File: src/hdl/adcs_pkg.sv
// Function
// - Wait mode leaves conversion untouched
// - Halt disables; settle time after wakeup
// - Power-on bit low powers converter down
// - Control/status resets zero, bit 7 read-only
// - Done flag set; cleared by control/status write or high result read
// - Speed bit: 0 divides by 4, 1 by 2
// - Power-on bit starts or stops conversion
// - Channel field selects input in binary
// - Implemented channel count is a parameter
// - High result holds result bits 9..2
// - Low result: zeros above bits 1..0
// - Registers decode at consecutive indices
// - Result registers reset to zero
// - Enabled converter repeats conversions continuously
// - Channel change aborts, clears flag, restarts
// - Results overwritten by next completed conversion
// - Saturation gives all-ones, underflow zero
package adcs_pkg;

  // ----------------------------------------
  // Register map
  // ----------------------------------------
  localparam logic [29:0] IDX_CONTROL_STATUS = 30'h0000_0070;
  localparam logic [29:0] IDX_RESULT_HIGH = 30'h0000_0071;
  localparam logic [29:0] IDX_RESULT_LOW = 30'h0000_0072;

  localparam int BIT_DONE = 7;
  localparam int BIT_SPEED = 6;
  localparam int BIT_POWER_ON = 5;
  localparam int BIT_RESERVED = 4;
  localparam int CHAN_MSB = 3;
  localparam int CHAN_LSB = 0;

  localparam logic [7:0] CSR_RESET = 8'h00;
  localparam logic [9:0] RESULT_RESET = 10'h000;
  localparam logic [7:0] CSR_WRITE_MASK = 8'h7F;

  // ----------------------------------------
  // Conversion timing
  // ----------------------------------------
  localparam int RESULT_BITS = 10;
  localparam logic [3:0] TOP_TRIAL_IDX = 4'h9;
  localparam logic [1:0] DIV4_LAST = 2'h3;
  localparam int CLK_PERIOD_PS = 5000;
  localparam int WAKEUP_SETTLE_NS = 1000;
  // Least time: round up
  localparam int WAKEUP_SETTLE_CYC =
    (WAKEUP_SETTLE_NS * 1000 + CLK_PERIOD_PS - 1) / CLK_PERIOD_PS;

  // ----------------------------------------
  // Types
  // ----------------------------------------
  typedef enum logic [1:0] {
    ST_OFF,
    ST_SETTLE,
    ST_SAMPLE,
    ST_TRIAL
  } adcs_state_t;

  typedef struct packed {
    logic hsel;
    logic [31:0] haddr;
    logic [1:0] htrans;
    logic hwrite;
    logic [2:0] hsize;
    logic hready;
  } adcs_ahb_req_t;

  typedef struct packed {
    logic power_on;
    logic mux_enable;
    logic [3:0] input_channel_select;
    logic sample;
    logic [9:0] trial_code;
  } adcs_ana_t;

endpackage

File: src/hdl/adcs_top.sv
`timescale 1ns/10ps
`default_nettype none

module adcs_top #(
  parameter int NUM_CHANNELS = 16,
  parameter int SETTLE_CYC = adcs_pkg::WAKEUP_SETTLE_CYC
) (
  // Clock and reset
  input wire logic mclk_i,
  input wire logic rst_n_i,
  // AHB-Lite slave
  input wire adcs_pkg::adcs_ahb_req_t ahb_req_i,
  input wire logic [31:0] hwdata_i,
  output logic hreadyout_o,
  output logic hresp_o,
  output logic [31:0] hrdata_o,
  // Low-power control
  input wire logic halt_i,
  // Analog core
  input wire logic comp_i,
  output adcs_pkg::adcs_ana_t ana_o
);

  // ----------------------------------------
  // Helpers
  // ----------------------------------------
  function automatic logic [1:0] reg_decode(input logic [31:0] addr);
    logic [1:0] sel;
    sel = 2'h0;
    if (addr[1:0] == 2'h0) begin
      if (addr[31:2] == adcs_pkg::IDX_CONTROL_STATUS) begin
        sel = 2'h1;
      end else if (addr[31:2] == adcs_pkg::IDX_RESULT_HIGH) begin
        sel = 2'h2;
      end else if (addr[31:2] == adcs_pkg::IDX_RESULT_LOW) begin
        sel = 2'h3;
      end
    end
    return sel;
  endfunction

  // Keep or drop the bit under trial, then raise the next one
  function automatic logic [9:0] next_trial(input logic [9:0] code, input logic [3:0] idx,
                                            input logic keep);
    logic [9:0] res;
    res = code;
    res[idx] = keep;
    if (idx != 4'h0) begin
      res[idx - 4'h1] = 1'b1;
    end
    return res;
  endfunction

  // ----------------------------------------
  // Bus address phase
  // ----------------------------------------
  logic addr_take;
  logic [1:0] addr_sel;
  logic wr_pend_ff;
  logic [1:0] wr_sel_ff;
  logic csr_wr;
  logic high_rd;

  assign hreadyout_o = 1'b1;
  assign hresp_o = 1'b0;
  assign addr_take = ahb_req_i.hsel & ahb_req_i.hready & ahb_req_i.htrans[1];
  assign addr_sel = reg_decode(ahb_req_i.haddr);
  assign csr_wr = wr_pend_ff & (wr_sel_ff == 2'h1);
  assign high_rd = addr_take & ~ahb_req_i.hwrite & (addr_sel == 2'h2);

  always_ff @(posedge mclk_i or negedge rst_n_i) begin
    if (!rst_n_i) begin
      wr_pend_ff <= 1'b0;
      wr_sel_ff <= 2'h0;
    end else begin
      wr_pend_ff <= addr_take & ahb_req_i.hwrite;
      wr_sel_ff <= addr_sel;
    end
  end

  // ----------------------------------------
  // Control/status register
  // ----------------------------------------
  logic [7:0] csr_ff;
  logic [7:0] nxt_csr;
  logic done_ff;
  logic nxt_done;
  logic conv_done;
  logic chan_change;

  // Bit 7 comes from the done flag; bit 4 is stored as written
  always_comb begin
    nxt_csr = csr_ff;
    if (csr_wr) begin
      nxt_csr = hwdata_i[7:0] & adcs_pkg::CSR_WRITE_MASK;
    end
  end

  assign chan_change = csr_wr &
    (nxt_csr[adcs_pkg::CHAN_MSB:adcs_pkg::CHAN_LSB] !=
     csr_ff[adcs_pkg::CHAN_MSB:adcs_pkg::CHAN_LSB]);

  // A completion in the clearing cycle still sets the flag
  assign nxt_done = conv_done | (done_ff & ~(csr_wr | high_rd));

  always_ff @(posedge mclk_i or negedge rst_n_i) begin
    if (!rst_n_i) begin
      csr_ff <= adcs_pkg::CSR_RESET;
    end else begin
      csr_ff <= nxt_csr;
    end
  end

  always_ff @(posedge mclk_i or negedge rst_n_i) begin
    if (!rst_n_i) begin
      done_ff <= 1'b0;
    end else begin
      done_ff <= nxt_done;
    end
  end

  // ----------------------------------------
  // Halt and wakeup settling
  // ----------------------------------------
  // Sequencer state is read here and by the divider, so it is declared first
  adcs_pkg::adcs_state_t state_ff;
  adcs_pkg::adcs_state_t nxt_state;
  logic settle_need_ff;
  logic [15:0] settle_cnt_ff;
  logic settle_end;

  assign settle_end = (settle_cnt_ff == 16'(SETTLE_CYC - 1));

  always_ff @(posedge mclk_i or negedge rst_n_i) begin
    if (!rst_n_i) begin
      settle_need_ff <= 1'b0;
    end else if (halt_i) begin
      settle_need_ff <= 1'b1;
    end else if (state_ff == adcs_pkg::ST_SETTLE && settle_end) begin
      settle_need_ff <= 1'b0;
    end
  end

  always_ff @(posedge mclk_i or negedge rst_n_i) begin
    if (!rst_n_i) begin
      settle_cnt_ff <= 16'h0000;
    end else if (state_ff == adcs_pkg::ST_SETTLE) begin
      settle_cnt_ff <= settle_cnt_ff + 16'h0001;
    end else begin
      settle_cnt_ff <= 16'h0000;
    end
  end

  // ----------------------------------------
  // Converter clock
  // ----------------------------------------
  logic run;
  logic speed_change;
  logic div_clear;
  logic [1:0] div_cnt_ff;
  logic tick;

  // Halt and power-on low both stop the converter; wait mode has no
  // input here because the CPU clock keeps running through it
  assign run = csr_ff[adcs_pkg::BIT_POWER_ON] & ~halt_i;

  assign tick = csr_ff[adcs_pkg::BIT_SPEED] ? div_cnt_ff[0] :
                (div_cnt_ff == adcs_pkg::DIV4_LAST);

  // A new speed in mid-tick would cut that tick short
  assign speed_change = csr_wr &
    (nxt_csr[adcs_pkg::BIT_SPEED] != csr_ff[adcs_pkg::BIT_SPEED]);

  // Divider starts from zero on entry to sample from off, settle or a channel change, so sampling lasts a full tick
  assign div_clear = !run || chan_change || speed_change ||
                     state_ff == adcs_pkg::ST_OFF || state_ff == adcs_pkg::ST_SETTLE;

  always_ff @(posedge mclk_i or negedge rst_n_i) begin
    if (!rst_n_i) begin
      div_cnt_ff <= 2'h0;
    end else if (div_clear) begin
      div_cnt_ff <= 2'h0;
    end else begin
      div_cnt_ff <= div_cnt_ff + 2'h1;
    end
  end

  // ----------------------------------------
  // Successive approximation sequencer
  // ----------------------------------------
  logic [3:0] bit_idx_ff;
  logic [9:0] trial_ff;
  logic [9:0] result_ff;

  assign conv_done = (state_ff == adcs_pkg::ST_TRIAL) & tick &
                     (bit_idx_ff == 4'h0) & run & ~chan_change;

  always_comb begin
    nxt_state = state_ff;
    if (!run) begin
      nxt_state = adcs_pkg::ST_OFF;
    end else if (chan_change && !settle_need_ff) begin
      // A channel change while settling must not skip the settle time
      nxt_state = adcs_pkg::ST_SAMPLE;
    end else begin
      case (state_ff)
        adcs_pkg::ST_OFF: begin
          nxt_state = settle_need_ff ? adcs_pkg::ST_SETTLE : adcs_pkg::ST_SAMPLE;
        end
        adcs_pkg::ST_SETTLE: begin
          if (settle_end) begin
            nxt_state = adcs_pkg::ST_SAMPLE;
          end
        end
        adcs_pkg::ST_SAMPLE: begin
          if (tick) begin
            nxt_state = adcs_pkg::ST_TRIAL;
          end
        end
        adcs_pkg::ST_TRIAL: begin
          if (conv_done) begin
            nxt_state = adcs_pkg::ST_SAMPLE;
          end
        end
        default: begin
          nxt_state = adcs_pkg::ST_OFF;
        end
      endcase
    end
  end

  always_ff @(posedge mclk_i or negedge rst_n_i) begin
    if (!rst_n_i) begin
      state_ff <= adcs_pkg::ST_OFF;
    end else begin
      state_ff <= nxt_state;
    end
  end

  always_ff @(posedge mclk_i or negedge rst_n_i) begin
    if (!rst_n_i) begin
      bit_idx_ff <= 4'h0;
      trial_ff <= 10'h000;
    end else if (nxt_state != adcs_pkg::ST_TRIAL) begin
      bit_idx_ff <= adcs_pkg::TOP_TRIAL_IDX;
      trial_ff <= 10'h000;
    end else if (state_ff == adcs_pkg::ST_SAMPLE) begin
      bit_idx_ff <= adcs_pkg::TOP_TRIAL_IDX;
      trial_ff <= 10'h200;
    end else if (tick) begin
      bit_idx_ff <= bit_idx_ff - 4'h1;
      trial_ff <= next_trial(trial_ff, bit_idx_ff, comp_i);
    end
  end

  // Comparator high on every trial saturates to all ones, low to zero
  always_ff @(posedge mclk_i or negedge rst_n_i) begin
    if (!rst_n_i) begin
      result_ff <= adcs_pkg::RESULT_RESET;
    end else if (conv_done) begin
      result_ff <= next_trial(trial_ff, 4'h0, comp_i);
    end
  end

  // ----------------------------------------
  // Analog core controls
  // ----------------------------------------
  logic [3:0] chan_sel;

  assign chan_sel = csr_ff[adcs_pkg::CHAN_MSB:adcs_pkg::CHAN_LSB];

  always_ff @(posedge mclk_i or negedge rst_n_i) begin
    if (!rst_n_i) begin
      ana_o <= '0;
    end else begin
      // Powered through settling too, so sampling never sees an unpowered core
      ana_o.power_on <= run;
      // Unbuilt channels leave the mux open rather than alias another pin
      ana_o.mux_enable <= run & (32'(chan_sel) < NUM_CHANNELS);
      ana_o.input_channel_select <= chan_sel;
      ana_o.sample <= (nxt_state == adcs_pkg::ST_SAMPLE);
      ana_o.trial_code <= (nxt_state == adcs_pkg::ST_TRIAL && state_ff == adcs_pkg::ST_SAMPLE)
                          ? 10'h200 : trial_ff;
    end
  end

  // ----------------------------------------
  // Read data
  // ----------------------------------------
  // Built from next values so a read right behind a write sees it
  always_ff @(posedge mclk_i or negedge rst_n_i) begin
    if (!rst_n_i) begin
      hrdata_o <= 32'h0000_0000;
    end else if (addr_take && !ahb_req_i.hwrite) begin
      case (addr_sel)
        2'h1: hrdata_o <= {24'h00_0000, done_ff | conv_done, nxt_csr[6:0]};
        2'h2: hrdata_o <= {24'h00_0000, result_ff[9:2]};
        2'h3: hrdata_o <= {30'h0000_0000, result_ff[1:0]};
        default: hrdata_o <= 32'h0000_0000;
      endcase
    end
  end

endmodule

`default_nettype wire

File: config.mk
export PLATFORM = sky130hd
export DESIGN_NAME = adcs_top
export DESIGN_NICKNAME = d
export VERILOG_FILES = /design/src/hdl/adcs_pkg.sv /design/src/hdl/adcs_top.sv
export SDC_FILE = /design/constraint.sdc
export NUM_CORES = 1
export LEC_CHECK = 0
export ABC_AREA = 1
export BUFFER_PORTS_ARGS = -buffer_cell sky130_fd_sc_hd__buf_2
export CAP_MARGIN = 20
export CORE_AREA = 8 8 87 147
export CTS_CLUSTER_DIAMETER = 200
export DETAILED_ROUTE_END_ITERATION = 7
export DIE_AREA = 0 0 95 155
export PLACE_DENSITY_LB_ADDON = 0.12
export SETUP_SLACK_MARGIN = 0.15
export SLEW_MARGIN = 40
export SYNTH_ARGS = -nofsm -noshare
export SYNTH_HDL_FRONTEND = slang
export SYNTH_SLANG_ARGS = --single-unit
export TNS_END_PERCENT = 20
File: constraint.sdc
create_clock -name mclk_i -period 3.3 [get_ports mclk_i]
set_input_delay 0.33 -clock mclk_i [delete_from_list [all_inputs] [get_ports mclk_i]]
set_output_delay 0.33 -clock mclk_i [all_outputs]
set_load 0.01 [all_outputs]
==> flow_summary.yaml <==
cts:
  cts_buffer_depth: 2
  htreeDepth: 3
  postCtsSetupRepairBufs: 0
  numClockSinks: 80
  cts-root-buf: "clkbuf_16"
  cts_tree: "built"
  cts_resized: 0
  cts_buffers: 9
  holdBufCountCts: 0
  clk_pin_slew_ns: 0.06
  clock_latency_ns: 0.34
pwr:
  p_int_mw: 1.654
  power_density_mw_per_mm2: 452.5
  p_sw_mw: 0.5456
  leakagePower_nw: 2.442
  p_comb_frac: 0.092
  switching_share: 0.2480
  irDropWorstVdd_uv: 284.4
  p_seq_frac: 0.461
  power_mw: 2.200
  p_clk_frac: 0.447
timing:
  tightest_slew_ns: 0.6590
  fin_crit_sh: 0.7816
  maxSlewHeadroom: 0.5590
  rsz0062_at_grt: "false"
  finalHoldViolations: 0
  drv_slew: 0
  setup_viol: 0
  setup-tns-final_ns: 0
  period_needed_ns: 2.579
  max_freq_mhz: 387.7
  skew_ns: 0.006147
route:
  drcViolationCount: 0
  wl_per_cell_um: 14.01
  drt_iter0_markers: 179
  routed_wl_um: 10080
  vias: 3418
  first_pass_iters: 4
  ant_nets: 0
  via_per_inst: 4.747
place:
  portBuffers: 71
  dpl.cell_count: 704
  place_area_mm2: 0.004567
  place.gp.congestion: 0.8925
  hpwl_um: 7745
cells_and_area:
  fin_cells: 720
  fin_util: 0.4456
  nNetsFinal: 667
  post_route_cells_drive_above_1_share: 0.2007
  design_area_mm2: 0.004862
  antenna_cells: 0
  area_growth_syn_to_layout_pct: 15.93
synth:
  yosys-top-cells-area: "dfrtp_1, nand2_1, inv_1"
  synth.top_cell.area_share: 0.4773
  synthFlopType: "dfrtp_1"
  muxShareOfSynthArea: 0
  yosys.cell_types.count: 41
  synth_area_per_cell_um2: 8.175
  synth_area_mm2: 0.004194
  synthCells: 513
  synth-simple-area-share: 0.2551
  synth_seq_cells: 80
  synth_top_family_by_area: "simple AND/OR/NAND/NOR gates"
  yosys.area_share.adder: 0.02387
  yosysSeqAreaShare: 0.4773
  yosysWarnings: 0
  synth_compound_area_frac: 0.1080
  synthArstFlopShare: 1.000
  yosys.area.top_type: "dfrtp_1"
  synth_commonest_cells: "nand2_1, dfrtp_1, inv_1"
  yosysMostFrequentCell: "nand2_1"
  synth_xor_xnor_area_share: 0.01044
  synth-edff-count: 0
setup_path:
  worstPathArrival_ns: 2.79
  cp_max_fo: 23
  start_kind: "flip-flop"
  end_kind: "flip-flop"
  crit_type: "flip-flop to flip-flop"
  crit_required_ns: 3.51
global_route:
  grt_overflow: 0
  grt_max_degree: 81
  grt_usage: 0.1440
  antenna_found_initial: 0
  grt_pass1_wl_um: 16710
  grt_pass1_vias: 3539
run_status:
  status: "completed"
floorplan:
  start_util: 0.3844
  dieHeight_um: 155
  coreArea_mm2: 0.01091
  io-pin-count: 127
  row_count: 51
  dieArea_mm2: 0.01473
  die_w_um: 95
min_path:
  min_path_type: "input port to asynchronous set/reset pin"
job:
  cap_violations: 0
==> flip-flops by register name, indices dropped and copies added, names as in the netlist, 2 cells and up <==
name           cells
settle_cnt_ff     16
ana_o             16
state_ff           2
div_cnt_ff         2
wr_sel_ff          2
bit_idx_ff         4
hrdata_o           8
csr_ff             7
trial_ff          10
result_ff         10
==> cells by family (layout without fill, tap and decap cells) <==
kind of cell,after synthesis,in the layout
simple gates,234,234
buf+inv,106,157
flops,80,80
compound gates,78,78
fa+ha+maj,8,8
xor+xnor,5,5
other cells,2,26
==> cell usage in the layout, fill, tap and decap left out, types with 2 or more instances in the layout <==
master,Yosys,layout
nor4_1,2,2
clkbuf_1,7,2
xor2_1,4,4
nor2_4,2,2
o21ai_0,42,42
a22oi_1,8,8
nand3_1,37,37
nand4_1,5,5
o22ai_1,2,2
o21a_1,2,2
conb_1,2,26
or2_2,5,5
ha_1,8,8
dfrtp_1,80,80
nor3_1,10,10
inv_1,66,66
buf_4,27,3
buf_2,3,70
clkinvlp_4,0,3
clkbuf_16,0,9
a21oi_1,15,15
nor2_2,14,15
nand2_1,100,100
nor2_1,49,48
nor3_2,2,2
o211ai_1,3,3
==> critical path: stages (launching register included) <==
cell and delay, ns:
dfrtp_1 0.37, nor2_2 0.48, nand3_1 0.14, nand2_1 0.12, nor2_2 0.06, nand3_2 0.29, nand2_1 0.11, nand2_1 0.12
nand4_4 0.29, nor2_4 0.37, nor2_1 0.08
==> final timing paths <==
kind                            cells past startpoint                      end                    from  slack, ns
worst max register to register                     10       ana_o[4]$_DFF_PN0_  wr_sel_ff[1]$_DFF_PN0_       0.72
worst min register to register                      0      ana_o[14]$_DFF_PN0_     csr_ff[3]$_DFF_PN0_       0.40
worst max-delay path                               10       ana_o[4]$_DFF_PN0_  wr_sel_ff[1]$_DFF_PN0_       0.72
min in group mclk_i                                 2      ana_o[15]$_DFF_PN0_                  halt_i       0.22
worst min-delay path                                1      ana_o[11]$_DFF_PN0_                 rst_n_i      0.008
max in group asynchronous                           1  trial_ff[9]$_DFFE_PN0P_                 rst_n_i       2.81
==> power groups by stage <==
stage	logic [mW]	clock network (mW)	registers (mW)
finish	0.202	0.984	1.01
global route	0.232	1.05	1.02
CTS	0.204	1.01	1.01
detailed placement	0.203	0	1.03
global placement	0.198	0	1.03
floorplan	0.132	0	1.04
==> routing by layer <==
metal	part of all wire	up-vias	global-route usage
met5	0	-	0
met4	0.024	0	0.06886
met1	0.39	1607	0.1555
met2	0.55	64	0.2563
met3	0.034	17	0.02943
li1	-	1730	-
==> layout make-up <==
class | count | area (um2)
inverter | 67 | 251.5
sequential | 80 | 2002
tap | 132 | 165.2
multi-input combinational | 351 | 1767
timing repair buffer | 74 | 386.6
fill | 1149 | 6050
clock inverter | 5 | 57.56
clock buffer | 11 | 232.7
==> per-stage QoR <==
stage | setup WS (ns) | hold WS (ns)
final | 0.7206 | 0.008294
after global routing | 0.3598 | 0.06851
after CTS | 0.6800 | 0.07459
after detailed placement | 0.6974 | 0.3830
after global placement | 0.7027 | 0.3793
after floorplan | 1.548 | 0.03441
Note: power is estimated with default switching activity, not from simulation.
